**config.mk**
```make
export PLATFORM = sky130hd
export DESIGN_NAME = lcd_host_port
export DESIGN_NICKNAME = d
export VERILOG_FILES = /design/src/rtl/lcd_port_pkg.sv /design/src/rtl/lcd_host_port.sv /design/src/rtl/port_fifo.sv
export VERILOG_INCLUDE_DIRS = /design/src /design/src/rtl
export SDC_FILE = /design/constraint.sdc
export NUM_CORES = 1
export LEC_CHECK = 0
export ABC_AREA = 1
export BUFFER_PORTS_ARGS = -buffer_cell sky130_fd_sc_hd__clkbuf_2
export CORE_UTILIZATION = 30
export DETAILED_ROUTE_END_ITERATION = 7
export PLACE_DENSITY_LB_ADDON = 0.15
export SKIP_CTS_REPAIR_TIMING = 1
export SYNTH_ARGS = -nofsm -noshare
export SYNTH_HDL_FRONTEND = slang
export SYNTH_SLANG_ARGS = --single-unit
```
**constraint.sdc**
```tcl
create_clock -name SYS_CLK_IN -period 3.2 [get_ports SYS_CLK_IN]
set_clock_uncertainty 0.15 [all_clocks]
set_input_delay 0.32 -clock SYS_CLK_IN [delete_from_list [all_inputs] [get_ports SYS_CLK_IN]]
set_output_delay 0.32 -clock SYS_CLK_IN [all_outputs]
set_load 0.02 [all_outputs]
```
**src/rtl/lcd_port_defines.svh**
```systemverilog
// Function
// - On chip select plus address strobe drive acknowledge, raise after strobe ends, release next clock.
// - A read drives the data bus no sooner than three clocks plus 9 ns.
// - Read data is valid before the second falling clock edge after acknowledge falls.
// - Cycles last at least 7 read, 8 write-write, 11 write-read clocks.
// - Straps reassign two bus pins to suit either processor bus family.
// - Bus family strap high selects direction-plus-enable, low selects split strobes.
// - Direct mode decodes the full address; read strobe alone reads registers.
// - Direct mode direction high reads, direction low with enable writes.
// - Indirect mode decodes only the select bit for data reads and writes.
// - Indirect write with select bit high is a command code.
// - Code 40h is system setup with eight parameters; 53h is sleep.
// - Codes 58h/59h switch display by bit zero, one flashing parameter.
// - Code 44h takes ten parameters; 5Dh cursor shape takes two.
// - Codes 4Ch to 4Fh set cursor direction from the low bits.
// - 5Ch two parameters, 5Ah one, 5Bh one, 60h grayscale none.
// - 46h sets cursor with two parameters; 47h reads back two bytes.
// - 42h and 43h stream display memory data without bound.
// - Each parameter acts at once; a new command cuts a list short.
`ifndef LCD_PORT_DEFINES_SVH
`define LCD_PORT_DEFINES_SVH

// ****************************************
// Timing
// ****************************************
`define CLK_PERIOD_NS       8
`define RD_DRIVE_CLKS       3
`define RD_DRIVE_EXTRA_NS   9
`define RD_DRIVE_CYC        ((`RD_DRIVE_CLKS*`CLK_PERIOD_NS+`RD_DRIVE_EXTRA_NS+`CLK_PERIOD_NS-1)/`CLK_PERIOD_NS)
`define WR_SAMPLE_EDGE      4
`define CYC_MIN_READ        7
`define CYC_MIN_WRITE       8
`define CYC_MIN_WR_RD       11
`define STRAP_SETTLE        4

// ****************************************
// Command codes
// ****************************************
`define CMD_SYSTEM_SETUP    8'h40
`define CMD_MEMORY_STORE    8'h42
`define CMD_MEMORY_FETCH    8'h43
`define CMD_DISPLAY_AREA    8'h44
`define CMD_CURSOR_SET      8'h46
`define CMD_CURSOR_GET      8'h47
`define CMD_CURSOR_DIR_BASE 8'h4c
`define CMD_SLEEP           8'h53
`define CMD_DISPLAY_OFF     8'h58
`define CMD_DISPLAY_ON      8'h59
`define CMD_FINE_SHIFT      8'h5a
`define CMD_LAYER_COMBINE   8'h5b
`define CMD_GLYPH_BASE      8'h5c
`define CMD_CURSOR_SHAPE    8'h5d
`define CMD_GRAYSCALE       8'h60

// ****************************************
// Direct-mode read map and fifo
// ****************************************
`define DIRECT_CMD_ADDR     16'h0000
`define DIRECT_IDX_ADDR     16'h0001
`define FIFO_DEPTH          4
`define FIFO_WIDTH          9

`endif

```
**src/rtl/lcd_port_pkg.sv**
```systemverilog
package lcd_port_pkg;

  typedef enum logic [4:0] {
    ST_IDLE    = 5'b00001,
    ST_RD_WAIT = 5'b00010,
    ST_WR_WAIT = 5'b00100,
    ST_ACKED   = 5'b01000,
    ST_RELEASE = 5'b10000
  } bus_state_t;

  typedef enum logic [1:0] {
    EVT_CMD   = 2'h0,
    EVT_PARAM = 2'h1,
    EVT_DATA  = 2'h2,
    EVT_EXTRA = 2'h3
  } evt_kind_t;

endpackage : lcd_port_pkg

```
**src/rtl/lcd_host_port.sv**
```systemverilog
`timescale 1ns/1ns
`include "lcd_port_defines.svh"
module lcd_host_port (
  input  wire logic        SYS_CLK_IN,
  input  wire logic        RST_B_IN,
  input  wire logic        HOST_CS_B_IN,
  input  wire logic        HOST_AS_B_IN,
  input  wire logic        HOST_DS_IN,
  input  wire logic        HOST_RW_IN,
  input  wire logic [15:0] HOST_ADDRESS_LINES_IN,
  input  wire logic [7:0]  HOST_DATA_IN,
  output logic      [7:0]  HOST_DATA_OUT,
  output logic             HOST_DATA_OE_B_OUT,
  output logic             HOST_ACK_OUT,
  output logic             HOST_ACK_OE_B_OUT,
  input  wire logic        ACCESS_MODE_STRAP_IN,
  input  wire logic        BUS_FAMILY_STRAP_IN,
  input  wire logic        PIN_FUNCTION_STRAP_IN,
  input  wire logic [7:0]  MEM_RDATA_IN,
  output logic             MEM_FETCH_PULSE_OUT,
  output logic             EVT_VALID_OUT,
  input  wire logic        EVT_READY_IN,
  output logic      [1:0]  EVT_KIND_OUT,
  output logic      [7:0]  EVT_CODE_OUT,
  output logic      [3:0]  EVT_INDEX_OUT,
  output logic      [7:0]  EVT_DATA_OUT,
  output logic             DISPLAY_ON_OUT,
  output logic             SLEEP_OUT,
  output logic      [1:0]  CURSOR_DIR_OUT,
  output logic             GRAYSCALE_OUT,
  output logic      [15:0] CURSOR_ADDR_OUT
);

  // ****************************************
  // Pin synchronisers
  // ****************************************
  localparam int NPIN = 31;
  localparam logic [NPIN-1:0] PIN_IDLE = 31'h0000000f;

  logic [NPIN-1:0] pin_raw;
  logic [NPIN-1:0] s1_q;
  logic [NPIN-1:0] s2_q;
  logic [NPIN-1:0] s3_q;
  logic [NPIN-1:0] f_q;

  assign pin_raw = {ACCESS_MODE_STRAP_IN, BUS_FAMILY_STRAP_IN, PIN_FUNCTION_STRAP_IN,
                    HOST_DATA_IN, HOST_ADDRESS_LINES_IN,
                    HOST_RW_IN, HOST_DS_IN, HOST_AS_B_IN, HOST_CS_B_IN};

  // A change counts only once the second and third stage agree
  genvar gi;
  generate
    for (gi = 0; gi < NPIN; gi++) begin : g_sync
      always_ff @(posedge SYS_CLK_IN) begin
        if (!RST_B_IN) begin
          s1_q[gi] <= PIN_IDLE[gi];
          s2_q[gi] <= PIN_IDLE[gi];
          s3_q[gi] <= PIN_IDLE[gi];
          f_q[gi]  <= PIN_IDLE[gi];
        end else begin
          s1_q[gi] <= pin_raw[gi];
          s2_q[gi] <= s1_q[gi];
          s3_q[gi] <= s2_q[gi];
          if (s2_q[gi] == s3_q[gi]) begin
            f_q[gi] <= s3_q[gi];
          end
        end
      end
    end
  endgenerate

  logic        cs_b_f;
  logic        as_b_f;
  logic        ds_f;
  logic        rw_f;
  logic [15:0] addr_f;
  logic [7:0]  data_f;

  assign cs_b_f = f_q[0];
  assign as_b_f = f_q[1];
  assign ds_f   = f_q[2];
  assign rw_f   = f_q[3];
  assign addr_f = f_q[19:4];
  assign data_f = f_q[27:20];

  // ****************************************
  // Straps, caught once after reset
  // ****************************************
  // The filter output only settles on the fourth edge, so the latch waits one more
  logic [2:0] strap_cnt_q;
  logic       straps_ok_q;
  logic       access_mode_q;
  logic       bus_family_q;
  logic       pin_function_q;

  always_ff @(posedge SYS_CLK_IN) begin
    if (!RST_B_IN) begin
      strap_cnt_q    <= 3'h0;
      straps_ok_q    <= 1'b0;
      access_mode_q  <= 1'b0;
      bus_family_q   <= 1'b0;
      pin_function_q <= 1'b0;
    end else if (!straps_ok_q) begin
      if (strap_cnt_q == 3'(`STRAP_SETTLE)) begin
        straps_ok_q    <= 1'b1;
        access_mode_q  <= f_q[30];
        bus_family_q   <= f_q[29];
        pin_function_q <= f_q[28];
      end else begin
        strap_cnt_q <= strap_cnt_q + 3'h1;
      end
    end
  end

  // ****************************************
  // Bus cycle decode
  // ****************************************
  logic access;
  logic is_read;
  logic as_act;
  logic strobe;

  // Without the address strobe pin in use the cycle is framed by select and strobes alone
  assign as_act  = pin_function_q ? ~as_b_f : 1'b1;
  assign strobe  = bus_family_q ? ds_f : (~ds_f | ~rw_f);
  assign is_read = bus_family_q ? rw_f : (~ds_f & rw_f);
  assign access  = straps_ok_q & ~cs_b_f & as_act & strobe;

  logic [7:0]  cur_cmd_q;
  logic [3:0]  param_idx_q;
  logic [15:0] cursor_q;
  logic        rd_hi_q;
  logic        pop_cmd;
  logic        fifo_in_ready;
  logic        fifo_out_valid;
  logic        fifo_out_ready;
  logic [8:0]  fifo_out_data;
  logic        push_q;
  logic [8:0]  push_word_q;
  logic [7:0]  rd_mux;

  always_comb begin
    rd_mux = 8'h00;
    if (access_mode_q) begin
      if (addr_f[0]) begin
        if (cur_cmd_q == `CMD_CURSOR_GET) begin
          rd_mux = rd_hi_q ? cursor_q[15:8] : cursor_q[7:0];
        end else begin
          rd_mux = MEM_RDATA_IN;
        end
      end
    end else if (addr_f == `DIRECT_CMD_ADDR) begin
      rd_mux = cur_cmd_q;
    end else if (addr_f == `DIRECT_IDX_ADDR) begin
      rd_mux = {4'h0, param_idx_q};
    end
  end

  // ****************************************
  // Bus cycle sequencer
  // ****************************************
  lcd_port_pkg::bus_state_t state_q;
  logic [3:0] cyc_q;
  logic [3:0] min_len_q;
  logic       last_wr_q;
  logic       rd_done;

  // Reads wait until every earlier write has been decoded, keeping order
  assign rd_done = (state_q == lcd_port_pkg::ST_RD_WAIT) && access &&
                   (cyc_q >= 4'(`RD_DRIVE_CYC)) && !fifo_out_valid && !push_q;

  always_ff @(posedge SYS_CLK_IN) begin
    if (!RST_B_IN) begin
      state_q            <= lcd_port_pkg::ST_IDLE;
      cyc_q              <= 4'hf;
      min_len_q          <= 4'h0;
      last_wr_q          <= 1'b0;
      HOST_ACK_OUT       <= 1'b1;
      HOST_ACK_OE_B_OUT  <= 1'b1;
      HOST_DATA_OUT      <= 8'h00;
      HOST_DATA_OE_B_OUT <= 1'b1;
      push_q             <= 1'b0;
      push_word_q        <= 9'h000;
    end else begin
      if (cyc_q != 4'hf) begin
        cyc_q <= cyc_q + 4'h1;
      end
      if (push_q && fifo_in_ready) begin
        push_q <= 1'b0;
      end
      case (state_q)
        lcd_port_pkg::ST_IDLE: begin
          if (access && cyc_q >= min_len_q) begin
            cyc_q             <= 4'h1;
            HOST_ACK_OUT      <= 1'b1;
            HOST_ACK_OE_B_OUT <= 1'b0;
            if (is_read) begin
              min_len_q <= last_wr_q ? 4'(`CYC_MIN_WR_RD) : 4'(`CYC_MIN_READ);
              state_q   <= lcd_port_pkg::ST_RD_WAIT;
            end else begin
              min_len_q <= 4'(`CYC_MIN_WRITE);
              state_q   <= lcd_port_pkg::ST_WR_WAIT;
            end
            last_wr_q <= ~is_read;
          end
        end
        lcd_port_pkg::ST_RD_WAIT: begin
          if (!access) begin
            HOST_ACK_OE_B_OUT <= 1'b1;
            state_q           <= lcd_port_pkg::ST_IDLE;
          end else if (rd_done) begin
            HOST_DATA_OUT      <= rd_mux;
            HOST_DATA_OE_B_OUT <= 1'b0;
            HOST_ACK_OUT       <= 1'b0;
            state_q            <= lcd_port_pkg::ST_ACKED;
          end
        end
        lcd_port_pkg::ST_WR_WAIT: begin
          if (!access && !push_q) begin
            HOST_ACK_OE_B_OUT <= 1'b1;
            state_q           <= lcd_port_pkg::ST_IDLE;
          end else if (cyc_q == 4'(`WR_SAMPLE_EDGE - 1) && !push_q) begin
            push_q      <= 1'b1;
            push_word_q <= {access_mode_q ? addr_f[0] : (addr_f == `DIRECT_CMD_ADDR), data_f};
          end else if (push_q && fifo_in_ready) begin
            HOST_ACK_OUT <= 1'b0;
            state_q      <= lcd_port_pkg::ST_ACKED;
          end
        end
        lcd_port_pkg::ST_ACKED: begin
          if (!access) begin
            HOST_ACK_OUT       <= 1'b1;
            HOST_DATA_OE_B_OUT <= 1'b1;
            state_q            <= lcd_port_pkg::ST_RELEASE;
          end
        end
        lcd_port_pkg::ST_RELEASE: begin
          HOST_ACK_OE_B_OUT <= 1'b1;
          state_q           <= lcd_port_pkg::ST_IDLE;
        end
        default: begin
          state_q <= lcd_port_pkg::ST_IDLE;
        end
      endcase
    end
  end

  // Fifo back-pressure holds acknowledge off, so a busy decoder stalls the host
  port_fifo #(
    .WIDTH (`FIFO_WIDTH),
    .DEPTH (`FIFO_DEPTH)
  ) u_fifo (
    .clk_in        (SYS_CLK_IN),
    .rst_b_in      (RST_B_IN),
    .in_valid_in   (push_q),
    .in_ready_out  (fifo_in_ready),
    .in_data_in    (push_word_q),
    .out_valid_out (fifo_out_valid),
    .out_ready_in  (fifo_out_ready),
    .out_data_out  (fifo_out_data)
  );

  // ****************************************
  // Command decoder
  // ****************************************
  function automatic logic [3:0] param_limit(input logic [7:0] code);
    logic [3:0] n;
    n = 4'h0;
    case (code)
      `CMD_SYSTEM_SETUP:                 n = 4'h8;
      `CMD_DISPLAY_OFF, `CMD_DISPLAY_ON: n = 4'h1;
      `CMD_DISPLAY_AREA:                 n = 4'ha;
      `CMD_CURSOR_SHAPE:                 n = 4'h2;
      `CMD_GLYPH_BASE:                   n = 4'h2;
      `CMD_FINE_SHIFT:                   n = 4'h1;
      `CMD_LAYER_COMBINE:                n = 4'h1;
      `CMD_CURSOR_SET:                   n = 4'h2;
      default:                           n = 4'h0;
    endcase
    return n;
  endfunction : param_limit

  logic       is_stream;
  logic [7:0] pop_byte;

  assign fifo_out_ready = ~EVT_VALID_OUT | EVT_READY_IN;
  assign pop_cmd        = fifo_out_valid & fifo_out_ready & fifo_out_data[8];
  assign pop_byte       = fifo_out_data[7:0];
  assign is_stream      = (cur_cmd_q == `CMD_MEMORY_STORE) || (cur_cmd_q == `CMD_MEMORY_FETCH);

  always_ff @(posedge SYS_CLK_IN) begin
    if (!RST_B_IN) begin
      EVT_VALID_OUT  <= 1'b0;
      EVT_KIND_OUT   <= lcd_port_pkg::EVT_CMD;
      EVT_CODE_OUT   <= 8'h00;
      EVT_INDEX_OUT  <= 4'h0;
      EVT_DATA_OUT   <= 8'h00;
      cur_cmd_q      <= 8'h00;
      param_idx_q    <= 4'h0;
      cursor_q       <= 16'h0000;
      DISPLAY_ON_OUT <= 1'b0;
      SLEEP_OUT      <= 1'b0;
      CURSOR_DIR_OUT <= 2'h0;
      GRAYSCALE_OUT  <= 1'b0;
    end else begin
      if (EVT_READY_IN) begin
        EVT_VALID_OUT <= 1'b0;
      end
      if (fifo_out_valid && fifo_out_ready) begin
        EVT_VALID_OUT <= 1'b1;
        EVT_DATA_OUT  <= pop_byte;
        if (fifo_out_data[8]) begin
          // A new code drops whatever remains of the previous list
          cur_cmd_q     <= pop_byte;
          param_idx_q   <= 4'h0;
          EVT_KIND_OUT  <= lcd_port_pkg::EVT_CMD;
          EVT_CODE_OUT  <= pop_byte;
          EVT_INDEX_OUT <= 4'h0;
          if (pop_byte == `CMD_SLEEP) begin
            SLEEP_OUT <= 1'b1;
          end else if (pop_byte == `CMD_SYSTEM_SETUP) begin
            SLEEP_OUT <= 1'b0;
          end
          if (pop_byte[7:1] == 7'(`CMD_DISPLAY_OFF >> 1)) begin
            DISPLAY_ON_OUT <= pop_byte[0];
          end
          if (pop_byte[7:2] == 6'(`CMD_CURSOR_DIR_BASE >> 2)) begin
            CURSOR_DIR_OUT <= pop_byte[1:0];
          end
          if (pop_byte == `CMD_GRAYSCALE) begin
            GRAYSCALE_OUT <= 1'b1;
          end
        end else begin
          EVT_CODE_OUT  <= cur_cmd_q;
          EVT_INDEX_OUT <= param_idx_q;
          if (is_stream) begin
            EVT_KIND_OUT <= lcd_port_pkg::EVT_DATA;
          end else if (param_idx_q < param_limit(cur_cmd_q)) begin
            EVT_KIND_OUT <= lcd_port_pkg::EVT_PARAM;
            param_idx_q  <= param_idx_q + 4'h1;
            if (cur_cmd_q == `CMD_CURSOR_SET) begin
              if (param_idx_q == 4'h0) begin
                cursor_q[7:0] <= pop_byte;
              end else begin
                cursor_q[15:8] <= pop_byte;
              end
            end
          end else begin
            EVT_KIND_OUT <= lcd_port_pkg::EVT_EXTRA;
          end
        end
      end
    end
  end

  assign CURSOR_ADDR_OUT = cursor_q;

  // ****************************************
  // Read-side bookkeeping
  // ****************************************
  always_ff @(posedge SYS_CLK_IN) begin
    if (!RST_B_IN) begin
      rd_hi_q             <= 1'b0;
      MEM_FETCH_PULSE_OUT <= 1'b0;
    end else begin
      MEM_FETCH_PULSE_OUT <= 1'b0;
      if (pop_cmd) begin
        rd_hi_q <= 1'b0;
      end else if (rd_done && access_mode_q && addr_f[0]) begin
        if (cur_cmd_q == `CMD_CURSOR_GET) begin
          rd_hi_q <= ~rd_hi_q;
        end else if (cur_cmd_q == `CMD_MEMORY_FETCH) begin
          MEM_FETCH_PULSE_OUT <= 1'b1;
        end
      end
    end
  end

endmodule : lcd_host_port

```
**src/rtl/port_fifo.sv**
```systemverilog
`timescale 1ns/1ns
module port_fifo #(
  parameter int WIDTH = 9,
  parameter int DEPTH = 4
) (
  input  wire logic             clk_in,
  input  wire logic             rst_b_in,
  input  wire logic             in_valid_in,
  output logic                  in_ready_out,
  input  wire logic [WIDTH-1:0] in_data_in,
  output logic                  out_valid_out,
  input  wire logic             out_ready_in,
  output logic      [WIDTH-1:0] out_data_out
);
  localparam int PW = $clog2(DEPTH);

  logic [WIDTH-1:0] mem_q [DEPTH];
  logic [PW-1:0]    wr_ptr_q;
  logic [PW-1:0]    rd_ptr_q;
  logic [PW:0]      count_q;
  logic             push;
  logic             pop;

  assign in_ready_out  = (count_q != (PW+1)'(DEPTH));
  assign out_valid_out = (count_q != '0);
  assign out_data_out  = mem_q[rd_ptr_q];
  assign push          = in_valid_in & in_ready_out;
  assign pop           = out_valid_out & out_ready_in;

  always_ff @(posedge clk_in) begin
    if (push) begin
      mem_q[wr_ptr_q] <= in_data_in;
    end
  end

  always_ff @(posedge clk_in) begin
    if (!rst_b_in) begin
      wr_ptr_q <= '0;
      rd_ptr_q <= '0;
      count_q  <= '0;
    end else begin
      if (push) begin
        wr_ptr_q <= (wr_ptr_q == PW'(DEPTH-1)) ? '0 : wr_ptr_q + 1'b1;
      end
      if (pop) begin
        rd_ptr_q <= (rd_ptr_q == PW'(DEPTH-1)) ? '0 : rd_ptr_q + 1'b1;
      end
      count_q <= count_q + (PW+1)'(push) - (PW+1)'(pop);
    end
  end
endmodule : port_fifo

```
After elaboration in Yosys (flattened, before gate mapping):

Memory sizes are Yosys's and may differ from the RTL's. A register that Yosys moved wholly into a read port is not among the register bits.
Cells that the tools add are included.

* bits in registers: 223
* latch bits: 0
* RAM bits: 36
* ROM bits: 0
* output and inout port bits: 56
* memories kept: 1

* add/sub/neg operators: 7
* multiply operators: 0
* divide/modulo/power cells: 0
* $lt $le $gt $ge: 3
* equal/unequal tests: 73
* shifts and indexed selects: 0
* muxes and demuxes: 65
* bitwise logic cells: 24
* reduce and logical (&&, ||, !) cells: 46

Memories
* u_fifo.mem_q: depth 4, width 9, read ports 1, clocked after Yosys merged registers in 1, wr ports 1, RTL line port_fifo.sv:17 `logic [WIDTH-1:0] mem_q [DEPTH];`

Operators by type and width (number)
* $eq 8x7->1 const B: 15
* $mux 4: 14
* $mux 8: 5
* $mux 5: 7
* $eq 1x1->1: 31
* $mux 1: 26
* $reduce_and 3->1: 7
* $ne 2x2->1 const B: 10
* $pmux 5 s4: 1
* $eq 16x1->1 const B: 1
* $logic_not 16->1: 1
* $pmux 4 s4: 1
* $not 1->1: 15
* $mux 2: 7
* $ne 3x3->1 const B: 4
* $reduce_and 6->1: 2
* $logic_and 1x1->1: 11
* $reduce_and 2->1: 5
* $add 4x1->4 const B: 2
* $pmux 1 s4: 2
* $reduce_and 4->1: 2
* $reduce_and 8->1: 1
* $reduce_bool 2->1: 4
* $reduce_bool 4->1: 2
* other kinds (30): 42

Depth between registers and ports, before layout:

Gate-level depths: netlist of the first run.

* depth after elaboration: 12
* gate-level depth with buffers: 15
* depth with buffers taken out: 15

By module:

Synthesis of the first run repeated with hierarchy kept, for this count alone.

* cells, all modules: 1212
* area, all modules: 10010.9 um2

By module, submodules not included
* lcd_host_port: times used 1, cells each 1058, area an instance 8135.3 um2, sequential area each 4304.1 um2
* port_fifo: times used 1, cells each 154, area an instance 1875.5 um2, sequential area each 1261.2 um2

Least setup slack after synthesis of the first run:

Ideal clock, no wire load.

* kind: register -> register
* start: register EVT_VALID_OUT
* end: register u_fifo.count_q[2]
* arrival: 2.087 ns
* slack: 0.843 ns
* cell stages (with the launch flop): 12
* path buffers: 1
* clock period less this slack: 2.357 ns
* cells stage by stage: dfxtp_1 -> inv_1 -> nor2_1 -> a21oi_4 -> clkbuf_1 -> ha_1 -> inv_1 -> ha_1 -> inv_1 -> fa_1 -> o21ai_0 -> a21oi_1

* cells in the longest elaborated chain, start to end: 4

Ends and longest elaborated chain
* from (decl): RTL line lcd_host_port.sv:21 `output logic EVT_VALID_OUT,`
* from (signal assigned): RTL line lcd_host_port.sv:293 `EVT_VALID_OUT <= 1'b0;`
* from (signal assigned): RTL line lcd_host_port.sv:307 `EVT_VALID_OUT <= 1'b0;`
* from (signal assigned): RTL line lcd_host_port.sv:310 `EVT_VALID_OUT <= 1'b1;`
* $not 1->1: RTL line lcd_host_port.sv:286 `assign fifo_out_ready = ~EVT_VALID_OUT | EVT_READY_IN;`
* $or 1x1->1: RTL line lcd_host_port.sv:286
* $and 1x1->1: RTL line port_fifo.sv:28 `assign pop = out_valid_out & out_ready_in;`
* via u_fifo.pop: RTL line port_fifo.sv:22 `logic pop;`
* $sub 3x1->3: RTL line port_fifo.sv:48 `count_q <= count_q + (PW+1)'(push) - (PW+1)'(pop);`
* to (signal assigned): RTL line port_fifo.sv:48
* to (decl): RTL line port_fifo.sv:20 `logic [PW:0] count_q;`

The timed path passes the listed nets, and every way through them passes these cells.
A chain may end at the register's enable or synchronous reset.

Worst setup path in the final report of the first run:

* start: register cur_cmd_q[3]
* end: register cursor_q[1], in the netlist CURSOR_ADDR_OUT[1]

* cells in the longest elaborated chain, start to end: 9
* elaborated cells on any way between the ends: 22

Ends and longest elaborated chain
* from (decl): RTL line lcd_host_port.sv:129 `logic [7:0] cur_cmd_q;`
* from (signal assigned): RTL line lcd_host_port.sv:314 `cur_cmd_q <= pop_byte;`
* $eq 8x7->1: RTL line lcd_host_port.sv:269 `case (code)`
* $reduce_or 4->1 (no line) or $reduce_or 3->1 (tied branches)
* $pmux 4 s4: RTL line lcd_host_port.sv:269
* $mux 4: RTL line lcd_host_port.sv:336 `if (is_stream) begin`
* $mux 4: RTL line lcd_host_port.sv:312 `if (fifo_out_data[8]) begin`
* $mux 4: RTL line lcd_host_port.sv:309 `if (fifo_out_valid && fifo_out_ready) begin`
* $mux 4: RTL line lcd_host_port.sv:292 `if (!RST_B_IN) begin`
* $lt 4x4->1: RTL line lcd_host_port.sv:338 `end else if (param_idx_q < param_limit(cur_cmd_q)) begin`
* $reduce_and 6->1 (no line) (*)
* to (signal assigned): RTL line lcd_host_port.sv:343 `cursor_q[7:0] <= pop_byte;`
* to (decl): RTL line lcd_host_port.sv:131 `logic [15:0] cursor_q;`

Every way passes the cells marked *; elsewhere a longest branch is shown, timed or not. The select of a mux whose other input is x is not followed.

==> impl_metrics.ini, run 1 <==
[status]
status = finished, violations left
violations = hold timing

[final_layout]
antennaDiodeCount = 0
stdcell_count = 1774
utilization_pct = 37.5
nets = 1372
area_growth_pct = 23.3
n_fill_cell = 3296
drive_gt1_share_pct = 14.7

[synth]
postSynthAreaPerCell_sq_um = 8.41
yosysSeqAreaShare_pct = 56.4
synth_cell_types = 45
synth-edff-count = 36
ys_warn_count = 0
synthesis.instances = 1173
syn_area_sq_um = 9870
synth_ff_type = dfxtp_1
ys_ff_latch = 260
syn-num-nets = 1236
async_reset_ff_share_pct = 0

[floorplan]
start_util_pct = 30.4
core_sq_um = 32500
die_w_microns = 183
ios = 98
rows = 66
die_area_sq_um = 33600
dieHeight_microns = 183

[route]
vias = 7661
drc = 0
drtPass1Iterations = 4
drt-initial-drc-count = 429
wl_per_cell_microns = 12.8
drt-total-wl_microns = 22700
drtAntennaViolNets = 0
viasPerCell = 4.32

[global_route]
grt_pass1_wl_microns = 37300
grt_usage_pct = 13.7
grt_max_degree = 52
grt_pass1_vias = 7139
grt_antenna_before_repair = 0
grt_overflow_total = 0

[run]
drv_cap = 0

[min_path]
hold_path_class = in -> reg

[critical_path]
worst_ep_required_time_ns = 3.52
cp_data_arrival_time_ns = 2.91
critPathMaxStageDelay_ns = 0.47
cp-start-kind = flip-flop
crit_chain = nor2_1, nand3_1, clkinv_1, a21oi_1, ha_1, nand2_1, nand2_1, a21oi_4, nand4_1, a21oi_1
critPathMaxFanout = 18
end_kind = flip-flop
slowest_stage = dfxtp_1
worstSetupPathType = reg -> reg

[clocking]
clkTransAtPathRegs_ns = 0.06
cts_buffers = 29
cts-root-buf = clkbuf_16
insertion_delay_ns = 0.54
cts_buffer_depth = 3
clkSinkCount = 260
cts_tree = yes
cts-htree-levels = 1

[timing]
hold_slack_ns = -0.0130
finalMaxSlewViolations = 0
setup_tns_ns = 0
hold_viol_final = 2
period_needed_ns = 2.59
worst_pin_slew_ns = 0.722
setup_violations = 0
finalCritPeriodShare_pct = 81.0
max_freq_mhz = 386
rsz0062_at_grt = no
max_slew_margin_pct = 51.7

[power]
p_leak_nw = 5.58
power.density_nw_per_um2 = 749
peakVddDrop_mv = 0.372

[place]
placed_cells = 1688
gp_congestion = 0.882
numPortBuffers = 97
dpl.hpwl_microns = 15600
cells in the mapped netlist (2+ instances only):
cell      instances  area share (%)
nand2_1         232             8.8
dfxtp_1         224              45
inv_1           159             6.0
nor2_1          121             4.6
a21oi_1          88             4.5
o21ai_0          86             4.4
nand3_1          54             2.7
edfxtp_1         36              11
nand4_1          31             2.0
clkbuf_1         27             1.0
ha_1             20             2.5
or2_2            14            0.89
nor3_1            9            0.46
a211oi_1          7            0.53
buf_2             6            0.30
a31oi_1           5            0.32
inv_2             5            0.19
clkinv_1          4            0.15
nor2_2            4            0.25
buf_4             3            0.23
mux2i_1           3            0.30
nand2_2           3            0.19
nor2_4            3            0.34
xor2_1            3            0.27
a21oi_4           2            0.33
nand4_2           2            0.25
o21a_1            2            0.15
o21ai_1           2            0.10
o22ai_1           2            0.13
worst max-delay path, delay by kind of cell, from the launching register on:
kind | cells | cell delay (ns)
flip-flops | 1 | 0.47
AO/OA/AOI/OAI | 3 | 0.80
adder cells (fa/ha/maj) | 1 | 0.25
AND/OR/NAND/NOR | 5 | 0.55
buffers and inverters | 1 | 0.29
registers in the layout, indices dropped and copies added, names as in the netlist, 2 cells and up, named ones only:
signal	count
s3_q	31
u_fifo.mem_q	36
u_fifo.wr_ptr_q	2
cyc_q	4
param_idx_q	4
s1_q	31
cur_cmd_q	8
push_word_q	9
u_fifo.rd_ptr_q	2
state_q	5
EVT_KIND_OUT	2
u_fifo.count_q	3
CURSOR_DIR_OUT	2
data_f	8
EVT_DATA_OUT	8
addr_f	16
min_len_q	3
strap_cnt_q	3
f_q	3
CURSOR_ADDR_OUT	16
HOST_DATA_OUT	8
s2_q	31
EVT_INDEX_OUT	4
per-stage QoR:
stage                     setup slack [ns]  instance area [sq um]  hold slack [ns]  power (mW)
final                                0.607                  12200          -0.0130        9.11
after global routing                 0.370                  12200          0.00894        9.66
after CTS                            0.624                  11800           -0.224        9.21
after detailed placement             0.631                  10800            0.248        5.73
after global placement               0.691                  10800            0.244        5.73
after floorplan                      0.843                   9870            0.240        5.12
report_power, final:
part	switching [mW]	internal, mW
clock network	1.32	2.11
logic	1.33	0.584
registers	0.211	3.56
total	2.86	6.25
final cells by class:
cell class	count	area (sq um)	share of cell area, %
Clock buffer	39	816	6.71
Clock inverter	15	181	1.49
Inverter	168	631	5.18
Multi-Input combinational cell	707	3510	28.8
Sequential cell	260	5570	45.7
Tap cell	442	553	4.55
Timing Repair Buffer	143	913	7.51
logic make-up after synthesis:
kind of cell	synth area share, %
compound gates	10.9
xor+xnor	0.355
fa+ha+maj	2.74
buf+inv	8.12
flops	56.4
mux	0.444
simple gates	21.1
final timing paths:
check / startpoint / to / slack (ns) / cells past startpoint
worst min register to register: s1_q[24]$_SDFF_PN0_ / s2_q[24]$_SDFF_PN0_ / 0.26 / 2
worst min-delay path: MEM_RDATA_IN[4] / HOST_DATA_OUT[4]$_SDFFE_PN0P_ / -0.01 / 5
worst max-delay path: cur_cmd_q[3]$_SDFFE_PN0P_ / CURSOR_ADDR_OUT[1]$_SDFFE_PN0P_ / 0.61 / 10
worst max register to register: cur_cmd_q[3]$_SDFFE_PN0P_ / CURSOR_ADDR_OUT[1]$_SDFFE_PN0P_ / 0.61 / 10
layer usage:
layer  part of all wire (%)  global-route usage, %  vias to the layer above
met5                      0                      0                        -
met4                    2.4                   4.00                        0
met3                    4.3                   2.46                       39
met2                     45                   22.0                      139
met1                     49                   18.7                     3425
li1                       -                      -                     4058
cell usage in the layout, fill, tap and decap left out, types with 8 or more instances in the layout:
cell type | netlist | layout
buf_4 | 3 | 15
or2_2 | 14 | 14
edfxtp_1 | 36 | 36
nand4_1 | 31 | 31
nor3_1 | 9 | 8
a21oi_1 | 88 | 88
nand2_1 | 232 | 232
inv_1 | 159 | 159
nor2_1 | 121 | 121
o21ai_0 | 86 | 86
dfxtp_1 | 224 | 224
nand3_1 | 54 | 54
clkinv_2 | 0 | 8
ha_1 | 20 | 20
clkbuf_16 | 0 | 31
dlygate4sd3_1 | 0 | 32
clkbuf_2 | 1 | 96
Note: power is estimated with default switching activity, not from simulation.
==> inputs of run 2 (changes only) <==
- clock period: 3.2 -> 2.4 ns (I/O delays scaled with it)
==> run 2 against run 1 <==
The flow still finishes with violations (hold timing). Die area stayed put. Sequential power rose by 32%. Non-clock buffer count is 27 higher. Hold slack got worse by 0.022 ns. Combinational power rose by 51%. Total power rose by 37%. Global-route usage rose by 0.052 points. Routed wire length hardly changed.
==> impl_metrics.ini, run 2 (same netlist as run 1, synthesis figures left out) <==
[power]
switchingPower_mw = 3.94
switching_share_pct = 31.4
p_leak_nw = 5.74
peakVddDrop_mv = 0.620
power.density_nw_per_um2 = 1010
internal-power_mw = 8.58
p_seq_share_pct = 39.8
power_frac_comb_pct = 23.1
p_clk_share_pct = 37.1

[final_layout]
nets = 1399
layout_common_cells = nand2_1 (231), dfxtp_1 (224), inv_1 (159)
utilization_pct = 38.4
regMostFlops = u_fifo.mem_q
area_growth_pct = 26.2
final_common_cell = nand2_1
drive_gt1_share_pct = 16.8
antennaDiodeCount = 0
largest_reg_flops = 36
n_fill_cell = 3334
stdcell_count = 1801

[timing]
finalMaxSlewViolations = 0
rsz0062_at_grt = no
max_freq_mhz = 452
max_slew_margin_pct = 58.3
setup_tns_ns = 0
hold_viol_final = 3
finalCritPeriodShare_pct = 92.1
hold_slack_ns = -0.0351
setup_violations = 0
period_needed_ns = 2.21
worst_pin_slew_ns = 0.625

[global_route]
grt_overflow_total = 0
grt_usage_pct = 13.7
grt_pass1_vias = 7236
grt_max_degree = 110
grt_antenna_before_repair = 0
grt_pass1_wl_microns = 37100

[floorplan]
rows = 66
core_sq_um = 32500
die_w_microns = 183
ios = 98
die_area_sq_um = 33600
dieHeight_microns = 183
start_util_pct = 30.4

[critical_path]
worst_ep_required_time_ns = 2.73
end_kind = flip-flop
cp-start-kind = flip-flop
cp_data_arrival_time_ns = 2.54
critPathMaxFanout = 13
worstSetupPathType = reg -> reg

[clocking]
cts_buffers = 29
cts-htree-levels = 1
clkTransAtPathRegs_ns = 0.06
cts-root-buf = clkbuf_16
clkSinkCount = 260
insertion_delay_ns = 0.56
cts_buffer_depth = 3
cts_tree = yes

[status]
violations = hold timing
status = finished, violations left

[route]
drt-total-wl_microns = 22700
drtPass1Iterations = 5
viasPerCell = 4.33
vias = 7793
drc = 0
wl_per_cell_microns = 12.6
drt-initial-drc-count = 291
drtAntennaViolNets = 0

[place]
placed_cells = 1709
numPortBuffers = 97
dpl.hpwl_microns = 15800
gp_congestion = 0.856

[run]
drv_cap = 0

[min_path]
hold_path_class = in -> reg
run 2: cell types whose count changed in the layout (fill, tap and decap cells not counted), moves of 2 or more:
cell | before | now
clkinv_2 | 8 | 12
buf_12 | 0 | 3
clkbuf_16 | 31 | 29
buf_4 | 15 | 34
dlygate4sd3_1 | 32 | 37
clkbuf_1 | 7 | 0
run 2: power groups by stage:
stage	sequential, mW	combinational, mW	clock (mW)
finish	4.99	2.89	4.64
global route	5.04	3.25	4.99
CTS	4.99	2.84	4.81
detailed placement	5.08	2.83	0
global placement	5.08	2.83	0
floorplan	5.23	1.60	0
run 2: critical path, cell delays in order (launching register included):
cell	delay, ns
dfxtp_1	0.47
nor2_1	0.12
nand3_1	0.14
clkinv_1	0.10
a21oi_1	0.12
ha_1	0.24
nand2_1	0.06
nand2_1	0.12
a21oi_4	0.26
buf_12	0.16
nand4_1	0.08
a21oi_1	0.13
run 2: stage by stage:
| stage | setup WS (ns) | area, sq um | hold slack (ns) | total power [mW] |
|---|---|---|---|---|
| after floorplan | 0.0429 | 9870 | 0.188 | 6.82 |
| after global placement | 0.162 | 11000 | 0.245 | 7.90 |
| after detailed placement | 0.104 | 11000 | 0.245 | 7.91 |
| after CTS | 0.0916 | 12000 | -0.336 | 12.6 |
| after global routing | 0.00150 | 12500 | 0.0191 | 13.3 |
| final | 0.189 | 12500 | -0.0351 | 12.5 |
run 2: layout make-up:
type | count | area, sq um | share of cell area (%)
Sequential cell | 260 | 5570 | 44.7
Multi-Input combinational cell | 707 | 3520 | 28.3
Timing Repair Buffer | 170 | 1170 | 9.36
Clock buffer | 32 | 758 | 6.09
Inverter | 168 | 631 | 5.06
Tap cell | 442 | 553 | 4.44
Clock inverter | 22 | 259 | 2.08
run 2: metal layers:
metal | vias to the layer above | track usage, % | part of all wire, % | wire (microns)
met5 | - | 0 | 0 | 0
met4 | 0 | 4.47 | 2.6 | 590
met2 | 153 | 22.5 | 45 | 10100
met1 | 3498 | 18.2 | 48 | 10900
li1 | 4108 | - | - | -
met3 | 34 | 2.56 | 4.9 | 1110
run 2: final timing paths:
path                                                start                                to  slack, ns  depth (start not counted)
worst min-delay path                         EVT_READY_IN        EVT_VALID_OUT$_SDFFE_PN0P_      -0.04                          4
worst max register to register  cur_cmd_q[3]$_SDFFE_PN0P_  CURSOR_ADDR_OUT[11]$_SDFFE_PN0P_       0.19                         11
worst min register to register        s1_q[17]$_SDFF_PN0_               s2_q[17]$_SDFF_PN0_       0.26                          2
worst max-delay path            cur_cmd_q[3]$_SDFFE_PN0P_  CURSOR_ADDR_OUT[11]$_SDFFE_PN0P_       0.19                         11
